==> src/pkg/rsb_defs.vh <==
// Constants for the reset, strap and bus status block.
// Assumes inclusion by bare name from every design file that needs it.
`ifndef RSB_DEFS_VH
`define RSB_DEFS_VH

// ==========
// Register offsets (byte addresses)
`define RSB_OFS_CTRL      8'h00
`define RSB_OFS_ADDR      8'h04
`define RSB_OFS_UP_CFG    8'h08
`define RSB_OFS_LOW_CFG   8'h0c
`define RSB_OFS_STATUS    8'h10

// ==========
// Field positions
`define RSB_CTRL_TYPE_LSB 0
`define RSB_CTRL_GO       8
`define RSB_CTRL_DMA      9
`define RSB_CTRL_LOCK     10
`define RSB_CTRL_RFSH     11
`define RSB_CTRL_PSRAM    12
`define RSB_CFG_SIZE_LSB  0
`define RSB_CFG_EN        6
`define RSB_CFG_SUPPRESS  7

// ==========
// Reset values and codes
`define RSB_RESET_VECTOR  20'hffff0
`define RSB_UP_CFG_RST    8'h00
`define RSB_LOW_CFG_RST   8'h00
`define RSB_ST_INTA       3'h0
`define RSB_ST_IO_RD      3'h1
`define RSB_ST_IO_WR      3'h2
`define RSB_ST_HALT       3'h3
`define RSB_ST_FETCH      3'h4
`define RSB_ST_MEM_RD     3'h5
`define RSB_ST_MEM_WR     3'h6
`define RSB_ST_PASSIVE    3'h7
`define RSB_RESP_OKAY     2'h0
`define RSB_RESP_SLVERR   2'h2

// ==========
// Timing: first fetch delay in tenths of output clock periods
`define RSB_FETCH_DELAY_X10 65
`define RSB_FETCH_HALF_PER  ((`RSB_FETCH_DELAY_X10 * 2 + 9) / 10)

`endif

==> src/rtl/rsb_phase.v <==
// Bus cycle phase sequencer: idle, then phases one to four.
// Assumes tick pulses once per output clock period.
`timescale 1ns/1ns
module rsb_phase (
    input  wire       clk,
    input  wire       rst,
    input  wire       ce,
    input  wire       tick,
    input  wire       start,
    input  wire       ready,
    output reg  [2:0] phase_q
);
    localparam IDLE = 3'h0;
    localparam T1   = 3'h1;
    localparam T2   = 3'h2;
    localparam T3   = 3'h3;
    localparam T4   = 3'h4;

    // ==========
    // Sequencer
    always @(posedge clk) begin
        if (rst) begin
            phase_q <= IDLE;
        end else if (ce && tick) begin
            case (phase_q)
                IDLE: phase_q <= start ? T1 : IDLE;
                T1:   phase_q <= T2;
                T2:   phase_q <= T3;
                // Wait states are inserted here until ready
                T3:   phase_q <= ready ? T4 : T3;
                T4:   phase_q <= IDLE;
                default: phase_q <= IDLE;
            endcase
        end
    end
endmodule // rsb_phase

==> src/rtl/rsb_sync.v <==
// Two-stage synchroniser for a group of pin inputs.
// Assumes one clock, a synchronous active-high reset and a clock enable.
`timescale 1ns/1ns
module rsb_sync #(
    parameter W = 1
) (
    input  wire         clk,
    input  wire         rst,
    input  wire         ce,
    input  wire [W-1:0] d,
    output wire [W-1:0] q
);
    // ==========
    // Chain
    reg [W-1:0] meta_q;
    reg [W-1:0] sync_q;

    // First stage feeds the second stage only
    always @(posedge clk) begin
        if (rst) begin
            meta_q <= {W{1'b0}};
            sync_q <= {W{1'b0}};
        end else if (ce) begin
            meta_q <= d;
            sync_q <= meta_q;
        end
    end

    assign q = sync_q;
endmodule // rsb_sync

==> src/rtl/rsb_top.v <==
// Reset, strap sampling and bus cycle signalling with an AXI4-Lite slave.
// Assumes aclk at 10 MHz; pin inputs are asynchronous except sync_ready_in.
`timescale 1ns/1ns
`include "rsb_defs.vh"

// Summary of operation
// [RULE_01] Reset aborts work, clears state, vector FFFF0h
// [RULE_02] Source holds reset low at least 1 ms
// [RULE_03] Reset accepted anytime, synchronised before use
// [RULE_04] Clock runs over four periods during reset
// [RULE_05] First fetch about 6.5 periods after release
// [RULE_06] Strap high: suppress bit gates address phase
// [RULE_07] Strap low: address always driven, bits ignored
// [RULE_08] Address strap sampled one cycle after release
// [RULE_09] Refresh strobe low; psram uses alternate output
// [RULE_10] Refresh pin floats in hold and float mode
// [RULE_11] Three-bit cycle status encoding zero to seven
// [RULE_12] Status floats during bus hold
// [RULE_13] DMA flag high phases two to four
// [RULE_14] Lock low only in phase one
// [RULE_15] Half-clock strap low divides clock, PLL off
// [RULE_16] Sync ready used directly; low defers async ready
// [RULE_17] Upper select block up to 512 Kbytes
// [RULE_18] Upper select defaults to 64K at F0000h
// [RULE_19] Both float straps low float all pins; bus_lock_n, mid_select3_refresh and vector_zone_flag stay driven
// [RULE_20] Upper select held high during hold
// [RULE_21] Vector zone flag: top four bits zero
// [RULE_22] Flat address held for phases one to four
// [RULE_23] Reset pin passes two-flop synchroniser
module rsb_top (
    input  wire        aclk,
    input  wire        aresetn,
    input  wire        ce,
    input  wire [7:0]  s_axi_awaddr,
    input  wire        s_axi_awvalid,
    output reg         s_axi_awready,
    input  wire [31:0] s_axi_wdata,
    input  wire [3:0]  s_axi_wstrb,
    input  wire        s_axi_wvalid,
    output reg         s_axi_wready,
    output reg  [1:0]  s_axi_bresp,
    output reg         s_axi_bvalid,
    input  wire        s_axi_bready,
    input  wire [7:0]  s_axi_araddr,
    input  wire        s_axi_arvalid,
    output reg         s_axi_arready,
    output reg  [31:0] s_axi_rdata,
    output reg  [1:0]  s_axi_rresp,
    output reg         s_axi_rvalid,
    input  wire        s_axi_rready,
    input  wire        sys_reset_in_n,
    input  wire        addr_phase_strap,
    input  wire        half_clock_strap,
    input  wire        float_req_strap0,
    input  wire        float_req_strap1,
    input  wire        hold_req,
    input  wire        sync_ready_in,
    input  wire        async_ready_in,
    output reg         hold_ack,
    output reg         clock_out_a,
    output reg         pll_enable,
    output reg  [2:0]  cycle_status_code,
    output reg         cycle_status_oe,
    output reg         dma_cycle_flag,
    output reg         dma_cycle_oe,
    output reg         bus_lock_n,
    output reg  [19:0] flat_location_bus,
    output reg         flat_location_oe,
    output reg  [7:0]  high_loc_out,
    output reg         high_loc_oe,
    output reg         top_mem_select_n,
    output reg         top_mem_select_oe,
    output reg         low_mem_select_n,
    output reg         low_mem_select_oe,
    output reg         refresh_strobe_n,
    output reg         refresh_strobe_oe,
    output reg         mid_select3_refresh,
    output reg         vector_zone_flag
);
    localparam IDLE = 3'h0;
    localparam T1   = 3'h1;
    localparam T2   = 3'h2;
    localparam T4   = 3'h4;

    // ==========
    // Functions
    // Block of 64K << code at the top or bottom of the 1M space
    function blk_hit;
        input [3:0] seg;
        input [1:0] code;
        input       upper;
        reg   [4:0] span;
        begin
            span = 5'h01 << code;
            if (upper)
                blk_hit = ({1'b0, seg} >= (5'h10 - span));
            else
                blk_hit = ({1'b0, seg} < span);
        end
    endfunction

    function [31:0] merge;
        input [31:0] old;
        input [31:0] nw;
        input [3:0]  strb;
        integer      i;
        begin
            merge = old;
            for (i = 0; i < 4; i = i + 1)
                if (strb[i])
                    merge[i*8 +: 8] = nw[i*8 +: 8];
        end
    endfunction

    // ==========
    // Pin synchronisers and internal reset
    wire [6:0] pins_s;
    wire       rst_pin_s;
    wire       aphase_s;
    wire       half_s;
    wire       flt0_s;
    wire       flt1_s;
    wire       hold_s;
    wire       async_ready_in_s;
    rsb_sync #(
        .W (7)
    ) u_sync (
        .clk (aclk),
        .rst (~aresetn),
        .ce  (ce),
        .d   ({sys_reset_in_n, addr_phase_strap, half_clock_strap, float_req_strap0,
               float_req_strap1, hold_req, async_ready_in}),
        .q   (pins_s)
    ); // RULE_03 RULE_23
    assign {rst_pin_s, aphase_s, half_s, flt0_s, flt1_s, hold_s, async_ready_in_s} = pins_s;

    // The pin itself must stay low for 1 ms; no stretching is done here
    wire int_rst = ~aresetn | ~rst_pin_s; // RULE_01 RULE_02
    reg  rel_q;
    reg  rise_d1_q;
    wire rise = rst_pin_s & ~rel_q;

    // ==========
    // Straps
    reg addr_mode_q;
    reg half_q;
    reg float_q;
    always @(posedge aclk) begin
        if (!aresetn) begin
            rel_q       <= 1'b0;
            rise_d1_q   <= 1'b0;
            addr_mode_q <= 1'b1;
            half_q      <= 1'b0;
            float_q     <= 1'b0;
        end else if (ce) begin
            rel_q     <= rst_pin_s;
            rise_d1_q <= rise;
            if (rise_d1_q)
                addr_mode_q <= aphase_s; // RULE_08
            if (rise) begin
                half_q  <= ~half_s; // RULE_15
                float_q <= ~flt0_s & ~flt1_s; // RULE_19
            end else if (!rst_pin_s) begin
                float_q <= 1'b0;
            end
        end
    end

    // ==========
    // Output clock; half mode halves its rate
    reg  div_q;
    wire half_tick = ~half_q | div_q; // RULE_15
    wire tick      = half_tick & clock_out_a;
    always @(posedge aclk) begin
        if (!aresetn) begin
            div_q       <= 1'b0;
            clock_out_a <= 1'b0;
            pll_enable  <= 1'b1;
        end else if (ce) begin
            div_q      <= ~div_q;
            pll_enable <= ~half_q; // RULE_15
            if (half_tick)
                clock_out_a <= ~clock_out_a;
        end
    end

    // ==========
    // AXI4-Lite slave
    reg  [7:0]  awaddr_q;
    reg  [31:0] wdata_q;
    reg  [3:0]  wstrb_q;
    reg         aw_got_q;
    reg         w_got_q;
    reg  [31:0] rd_val;
    reg         rd_ok;
    wire        wr_fire = aw_got_q & w_got_q & ~s_axi_bvalid;
    wire        wr_ok   = (awaddr_q[7:2] <= 6'h04) && (awaddr_q[1:0] == 2'h0);

    always @(posedge aclk) begin
        if (!aresetn) begin
            s_axi_awready <= 1'b1;
            s_axi_wready  <= 1'b1;
            s_axi_bvalid  <= 1'b0;
            s_axi_bresp   <= `RSB_RESP_OKAY;
            s_axi_arready <= 1'b1;
            s_axi_rvalid  <= 1'b0;
            s_axi_rresp   <= `RSB_RESP_OKAY;
            s_axi_rdata   <= 32'h0000_0000;
            aw_got_q      <= 1'b0;
            w_got_q       <= 1'b0;
            awaddr_q      <= 8'h00;
            wdata_q       <= 32'h0000_0000;
            wstrb_q       <= 4'h0;
        end else if (ce) begin
            if (s_axi_awvalid && s_axi_awready) begin
                awaddr_q      <= s_axi_awaddr;
                aw_got_q      <= 1'b1;
                s_axi_awready <= 1'b0;
            end
            if (s_axi_wvalid && s_axi_wready) begin
                wdata_q      <= s_axi_wdata;
                wstrb_q      <= s_axi_wstrb;
                w_got_q      <= 1'b1;
                s_axi_wready <= 1'b0;
            end
            if (wr_fire) begin
                s_axi_bvalid <= 1'b1;
                s_axi_bresp  <= wr_ok ? `RSB_RESP_OKAY : `RSB_RESP_SLVERR;
                aw_got_q     <= 1'b0;
                w_got_q      <= 1'b0;
            end
            if (s_axi_bvalid && s_axi_bready) begin
                s_axi_bvalid  <= 1'b0;
                s_axi_awready <= 1'b1;
                s_axi_wready  <= 1'b1;
            end
            if (s_axi_arvalid && s_axi_arready) begin
                s_axi_arready <= 1'b0;
                s_axi_rvalid  <= 1'b1;
                s_axi_rdata   <= rd_val;
                s_axi_rresp   <= rd_ok ? `RSB_RESP_OKAY : `RSB_RESP_SLVERR;
            end else if (s_axi_rvalid && s_axi_rready) begin
                s_axi_rvalid  <= 1'b0;
                s_axi_arready <= 1'b1;
            end
        end
    end

    // ==========
    // Configuration and cycle request registers
    reg  [19:0] addr_q;
    reg  [2:0]  type_q;
    reg         dma_q;
    reg         lock_q;
    reg         rfsh_q;
    reg         psram_q;
    reg         req_q;
    reg  [7:0]  up_cfg_q;
    reg  [7:0]  low_cfg_q;
    reg         boot_done_q;
    reg  [3:0]  boot_cnt_q;
    wire [2:0]  phase;
    wire [31:0] wr_word = merge(32'h0000_0000, wdata_q, wstrb_q);
    wire [31:0] addr_mrg = merge({12'h000, addr_q}, wdata_q, wstrb_q);
    wire        go      = wr_fire && awaddr_q == `RSB_OFS_CTRL && wr_word[`RSB_CTRL_GO];
    wire        start   = ~hold_ack & ~float_q & (~boot_done_q | req_q) & boot_cnt_q == `RSB_FETCH_HALF_PER;
    wire        take    = tick & phase == IDLE & start;

    always @(posedge aclk) begin
        if (int_rst) begin
            addr_q      <= 20'h00000;
            type_q      <= `RSB_ST_PASSIVE;
            dma_q       <= 1'b0;
            lock_q      <= 1'b0;
            rfsh_q      <= 1'b0;
            psram_q     <= 1'b0;
            req_q       <= 1'b0;
            up_cfg_q    <= `RSB_UP_CFG_RST; // RULE_18
            low_cfg_q   <= `RSB_LOW_CFG_RST;
            boot_done_q <= 1'b0;
            boot_cnt_q  <= 4'h0;
        end else if (ce) begin
            // Count half periods of the output clock before the first fetch
            if (half_tick && boot_cnt_q != `RSB_FETCH_HALF_PER)
                boot_cnt_q <= boot_cnt_q + 4'h1; // RULE_05
            if (take)
                boot_done_q <= 1'b1;
            if (take && boot_done_q)
                req_q <= 1'b0;
            // A request while one is pending is dropped, not queued
            if (go && !req_q) begin
                req_q <= 1'b1;
            end
            if (wr_fire && wr_ok) begin
                case (awaddr_q)
                    `RSB_OFS_CTRL: begin
                        if (!req_q) begin
                            type_q <= wdata_q[`RSB_CTRL_TYPE_LSB +: 3];
                            dma_q  <= wdata_q[`RSB_CTRL_DMA];
                            lock_q <= wdata_q[`RSB_CTRL_LOCK];
                            rfsh_q <= wdata_q[`RSB_CTRL_RFSH];
                        end
                        if (wstrb_q[1])
                            psram_q <= wdata_q[`RSB_CTRL_PSRAM];
                    end
                    `RSB_OFS_ADDR:    addr_q    <= addr_mrg[19:0];
                    `RSB_OFS_UP_CFG:  up_cfg_q  <= wstrb_q[0] ? wdata_q[7:0] : up_cfg_q;
                    `RSB_OFS_LOW_CFG: low_cfg_q <= wstrb_q[0] ? wdata_q[7:0] : low_cfg_q;
                    default: ;
                endcase
            end
        end
    end

    always @* begin
        rd_ok  = 1'b1;
        rd_val = 32'h0000_0000;
        case (s_axi_araddr)
            `RSB_OFS_CTRL:    rd_val = {19'h00000, psram_q, rfsh_q, lock_q, dma_q, req_q, 5'h00, type_q};
            `RSB_OFS_ADDR:    rd_val = {12'h000, addr_q};
            `RSB_OFS_UP_CFG:  rd_val = {24'h000000, up_cfg_q};
            `RSB_OFS_LOW_CFG: rd_val = {24'h000000, low_cfg_q};
            `RSB_OFS_STATUS:  rd_val = {23'h000000, phase, hold_ack, float_q, half_q, addr_mode_q,
                                        boot_done_q, req_q | (phase != IDLE)};
            default:          rd_ok  = 1'b0;
        endcase
    end

    // ==========
    // Bus cycle
    wire rdy = sync_ready_in | async_ready_in_s; // RULE_16
    rsb_phase u_phase (
        .clk     (aclk),
        .rst     (int_rst),
        .ce      (ce),
        .tick    (tick),
        .start   (start),
        .ready   (rdy),
        .phase_q (phase)
    );

    reg  [19:0] cur_addr_q;
    reg  [2:0]  cur_type_q;
    reg         cur_dma_q;
    reg         cur_lock_q;
    reg         cur_rfsh_q;
    always @(posedge aclk) begin
        if (int_rst) begin
            cur_addr_q <= `RSB_RESET_VECTOR; // RULE_01
            cur_type_q <= `RSB_ST_FETCH;
            cur_dma_q  <= 1'b0;
            cur_lock_q <= 1'b0;
            cur_rfsh_q <= 1'b0;
            hold_ack   <= 1'b0;
        end else if (ce) begin
            if (take && boot_done_q) begin
                cur_addr_q <= addr_q;
                cur_type_q <= type_q;
                cur_dma_q  <= dma_q;
                cur_lock_q <= lock_q;
                cur_rfsh_q <= rfsh_q;
            end
            // Hold is granted only between cycles
            if (tick && phase == IDLE && !take)
                hold_ack <= hold_s;
        end
    end

    // ==========
    // Pin drivers
    wire act    = phase != IDLE;
    wire up_hit = blk_hit(cur_addr_q[19:16], up_cfg_q[`RSB_CFG_SIZE_LSB +: 2], 1'b1); // RULE_17
    wire lo_hit = low_cfg_q[`RSB_CFG_EN] & blk_hit(cur_addr_q[19:16], low_cfg_q[`RSB_CFG_SIZE_LSB +: 2], 1'b0);
    wire supp   = addr_mode_q & ((up_hit & up_cfg_q[`RSB_CFG_SUPPRESS]) |
                                 (lo_hit & low_cfg_q[`RSB_CFG_SUPPRESS])); // RULE_06 RULE_07
    wire nohold = ~float_q & ~hold_ack;
    wire drive  = nohold & ~int_rst;

    always @(posedge aclk) begin
        if (!aresetn) begin
            cycle_status_code   <= `RSB_ST_PASSIVE;
            cycle_status_oe     <= 1'b0;
            dma_cycle_flag      <= 1'b0;
            dma_cycle_oe        <= 1'b0;
            bus_lock_n          <= 1'b1;
            flat_location_bus   <= `RSB_RESET_VECTOR;
            flat_location_oe    <= 1'b0;
            high_loc_out        <= 8'h00;
            high_loc_oe         <= 1'b0;
            top_mem_select_n    <= 1'b1;
            top_mem_select_oe   <= 1'b0;
            low_mem_select_n    <= 1'b1;
            low_mem_select_oe   <= 1'b0;
            refresh_strobe_n    <= 1'b1;
            refresh_strobe_oe   <= 1'b0;
            mid_select3_refresh <= 1'b1;
            vector_zone_flag    <= 1'b0;
        end else if (ce) begin
            cycle_status_code   <= (act && phase != T4) ? cur_type_q : `RSB_ST_PASSIVE; // RULE_11
            cycle_status_oe     <= nohold; // RULE_12 RULE_19
            dma_cycle_flag      <= act && phase >= T2 && cur_dma_q; // RULE_13
            dma_cycle_oe        <= drive; // RULE_13
            bus_lock_n          <= ~(phase == T1 && cur_lock_q); // RULE_14
            flat_location_bus   <= cur_addr_q; // RULE_22
            flat_location_oe    <= nohold;
            high_loc_out        <= cur_addr_q[15:8];
            high_loc_oe         <= drive && phase == T1 && !supp; // RULE_06 RULE_07
            top_mem_select_n    <= ~(act & up_hit); // RULE_17 RULE_18 RULE_20
            top_mem_select_oe   <= ~float_q & ~int_rst; // RULE_20
            low_mem_select_n    <= ~(act & lo_hit);
            low_mem_select_oe   <= drive;
            refresh_strobe_n    <= ~(act & cur_rfsh_q & ~psram_q); // RULE_09
            refresh_strobe_oe   <= drive; // RULE_10
            mid_select3_refresh <= ~(act & cur_rfsh_q & psram_q); // RULE_09
            vector_zone_flag    <= act & ~|cur_addr_q[19:16]; // RULE_21
        end
    end
endmodule // rsb_top

==> config.mk <==
export PLATFORM = sky130hd
export DESIGN_NAME = rsb_top
export DESIGN_NICKNAME = d
export VERILOG_FILES = /design/src/rtl/rsb_phase.v /design/src/rtl/rsb_sync.v /design/src/rtl/rsb_top.v
export VERILOG_INCLUDE_DIRS = /design/src /design/src/pkg
export SDC_FILE = /design/constraint.sdc
export NUM_CORES = 1
export LEC_CHECK = 0
export BUFFER_PORTS_ARGS = -buffer_cell sky130_fd_sc_hd__clkbuf_2
export CAP_MARGIN = 20
export CELL_PAD_IN_SITES_DETAIL_PLACEMENT = 1
export CELL_PAD_IN_SITES_GLOBAL_PLACEMENT = 1
export CORE_MARGIN = 2
export CORE_UTILIZATION = 25
export DETAILED_ROUTE_END_ITERATION = 8
export PLACE_DENSITY = 0.63
export SLEW_MARGIN = 5
export SYNTH_ARGS = -nofsm -noshare
export SYNTH_HDL_FRONTEND = slang
export SYNTH_SLANG_ARGS = --single-unit
export TNS_END_PERCENT = 100
==> constraint.sdc <==
create_clock -name aclk -period 5.1 [get_ports aclk]
set_input_delay 0.51 -clock aclk [delete_from_list [all_inputs] [get_ports aclk]]
set_output_delay 0.51 -clock aclk [all_outputs]
set_load 0.02 [all_outputs]
==> results.toml <==
[yosys]
ys.warnings.count = 0
synth_largest_area_cell = "dfxtp_1"
synthXorXnorAreaFrac_pct = 0.519
synth_compound_area_share_pct = 12.0
synth_top_family_by_area = "simple AND/OR/NAND/NOR gates"
synthAdderAreaFrac_pct = 1.34
ys_seq_area_share_pct = 48.2
synth-seq-cells = 203
synth_ff_type = "dfxtp_1"
synth.avg_cell_area_um2 = 9.06
synthesis.area_um2 = 8430
netlist_instances = 931
netlist_top_cells_count = "dfxtp_1 (203), nand2_1 (174), mux2i_1 (78), nor2_1 (68), clkbuf_1 (43)"
yosysMostFrequentCell = "dfxtp_1"
yosys.area.top_type_share_pct = 48.2
synth_area_leaders = "dfxtp_1 (48%), mux2i_1 (9.3%), nand2_1 (7.7%)"
synthSimpleGateAreaFrac_pct = 22.0
muxShareOfSynthArea_pct = 10.9
synth_edf_count = 0
async_flop_share_pct = 0
synthDistinctLibCells = 59

[global_routing]
antenna_found_initial = 1
grt_pass1_wl_um = 39300
grt_pass1_vias = 6686
grt_use_total_pct = 14.1
grt_overflow_total = 0
grt_max_degree = 66

[run_status]
status = "completed"

[placement]
gp_congestion = 0.785
port_buffers = 129
dp_hpwl_um = 18300

[timing]
period_minus_slack_ns = 2.27
finalCritPeriodShare_pct = 44.5
tightest_slew_ns = 1.00
rsz0062_at_grt = "no"
skew_ns = 0.0119
hold_viol_final = 0
holdWs_ns = 0.232
max_clock_freq_mhz = 441
relSlewSlack_pct = 33.0
fin_setup_tns_ns = 0
finalSetupViolCount = 0
slew_viol_final = 0

[setup_path]
reg2reg_depth = 4
crit_required_ns = 5.47
worst_ep_arrival_time_ns = 2.63
cp-start-kind = "input port"
critPathCaptureType = "register"
worstReg2RegEnd = "req_q"
r2r_slack_ns = 2.91
cp_max_fo = 49
worstSetupPathType = "input port to register"
timing.rr.start = "u_phase.phase_q[2]"

[routing]
viasPerCell = 4.52
drcViolationCount = 0
postRouteAntennaNets = 0
drtPass1Iterations = 4
drt_wl_total_um = 25000
initialDrtViolationCount = 345
post_drt_wl_per_cell_um = 16.7
via_count = 6757

[min_path]
hp-start = "s_axi_awaddr[1]"
hold_depth = 3
whs_endpoint = "awaddr_q[1]"
hold_class = "input port to register"

[flow_run]
drv_cap = 0

[cts]
cts_tree = "done"
cts.path.max_buffers = 3
clk_pin_slew_worst_paths_ns = 0.06
htree_levels = 1
cts-root-buf = "clkbuf_16"
clock_latency_ns = 0.51
cts_setup_buffers = 0
numCtsBuffers = 24
postCtsHoldBufs = 0
cts_resized = 0
cts_sinks = 203

[power_and_ir_drop]
p_comb_share_pct = 5.6
sequentialPowerShare_pct = 46.5
p_int_uw = 2730
vdd_drop_max_mv = 0.234
power_switching_share_pct = 22.8
p_leak_uw = 0.00413
switching_power_uw = 805
p_clk_share_pct = 48.0
cellPowerDensity_nw_per_um2 = 348

[floorplanning]
dieWidth_um = 188
start_util_pct = 25.3
dieArea_um2 = 35200
core_region_area_um2 = 33400
die_h_um = 188
io_pins = 157
rows = 67

[finish]
seqCellArea_um2 = 4060
drive_above_1_share_pct = 18.6
area_delta_synth_final_pct = 20.3
multi_input_area_um2 = 3990
diodes = 0
fin_nets = 1107
fillers = 3972
[state kept, by name (all words and copies together), names as in the netlist, 3 cells and up]
name	count
u_phase.phase_q	3
cycle_status_code	3
addr_q	20
awaddr_q	8
up_cfg_q	8
type_q	3
u_sync.meta_q	7
s_axi_rdata	20
cur_type_q	3
flat_location_bus	20
cur_addr_q	20
low_cfg_q	8
wdata_q	20
boot_cnt_q	4
high_loc_out	8
u_sync.q	7
wstrb_q	3
[worst max path at each step]
stage	from	end	slack, ns	cells after the start
2_1_floorplan	s_axi_araddr[1]	s_axi_rdata[5]	3.12	5
5_1_grt	ce	up_cfg_q[4]	2.65	5
6_report	ce	up_cfg_q[5]	2.83	5
3_3_place_gp	ce	up_cfg_q[4]	2.36	5
3_5_place_dp	ce	up_cfg_q[5]	2.30	5
4_1_cts	ce	up_cfg_q[7]	2.85	5
[critical path: stages]
cell and delay (ns):
buf_4 0.49, and4b_1 0.50, nand4_1 0.70, nand3_1 0.30, o21ai_0 0.11
[per-stage QoR]
stage | util, % | cell area (um2) | instances | setup WS [ns] | total power, uW
3_3_place_gp | 28.1 | 9360 | 1452 | 2.36 | 1870
3_5_place_dp | 28.1 | 9360 | 1452 | 2.30 | 1880
4_1_cts | 30.4 | 10100 | 1494 | 2.85 | 3590
2_1_floorplan | - | 8490 | 945 | 3.12 | 1810
5_1_grt | 30.4 | 10100 | 1494 | 2.65 | 3680
6_report | 30.4 | 10100 | 1494 | 2.83 | 3530
[cell families (layout without fill, tap and decap cells)]
kind of cell               after synthesis  after routing
and+or+nand+nor                        386            386
DFF                                    203            203
AOI/OAI and AO/OA                      149            149
muxes                                   90             90
buffers and inverters                   88            189
adders and majority gates                9              9
xor gates and xnor gates                 5              5
other                                    1             15
[routing by layer]
layer  up-vias  track usage (%)  wire [um]
met5         -                0          0
met4         0             3.30        461
met3        27             2.94       1360
met2       122             23.1      11500
met1      3226             18.9      11700
li1       3382                -          -
[area by class of cell]
type                    count  area share (%)
multi-input cells         654            39.4
repair buffers            135            6.86
clock inverters             6           0.839
well taps                 448            5.53
clock buffers              36            6.87
inverters                  12           0.444
flip-flops and latches    203            40.1
[power by group through the flow]
| stage | sequential [uW] | clock, uW | combinational (uW) |
|---|---|---|---|
| global route | 1650 | 1820 | 222 |
| CTS | 1640 | 1750 | 202 |
| finish | 1640 | 1690 | 197 |
| floorplan | 1680 | 0 | 128 |
| global placement | 1680 | 0 | 198 |
| detailed placement | 1680 | 0 | 201 |
[layout by cell type, fill, tap and decap left out, types with 7 or more instances in the layout]
cell type / instances
dfxtp_1: 203
nand2_1: 174
clkbuf_2: 127
mux2i_1: 78
nor2_1: 68
a21boi_0: 42
nor2b_1: 40
o21ai_0: 39
nand3_1: 37
clkbuf_16: 25
a21oi_1: 16
conb_1: 15
a22oi_1: 13
inv_1: 12
mux2_2: 12
nand4_1: 11
ha_1: 9
clkbuf_1: 8
buf_4: 8
and3_1: 7
Note: power is estimated with default switching activity, not from simulation.
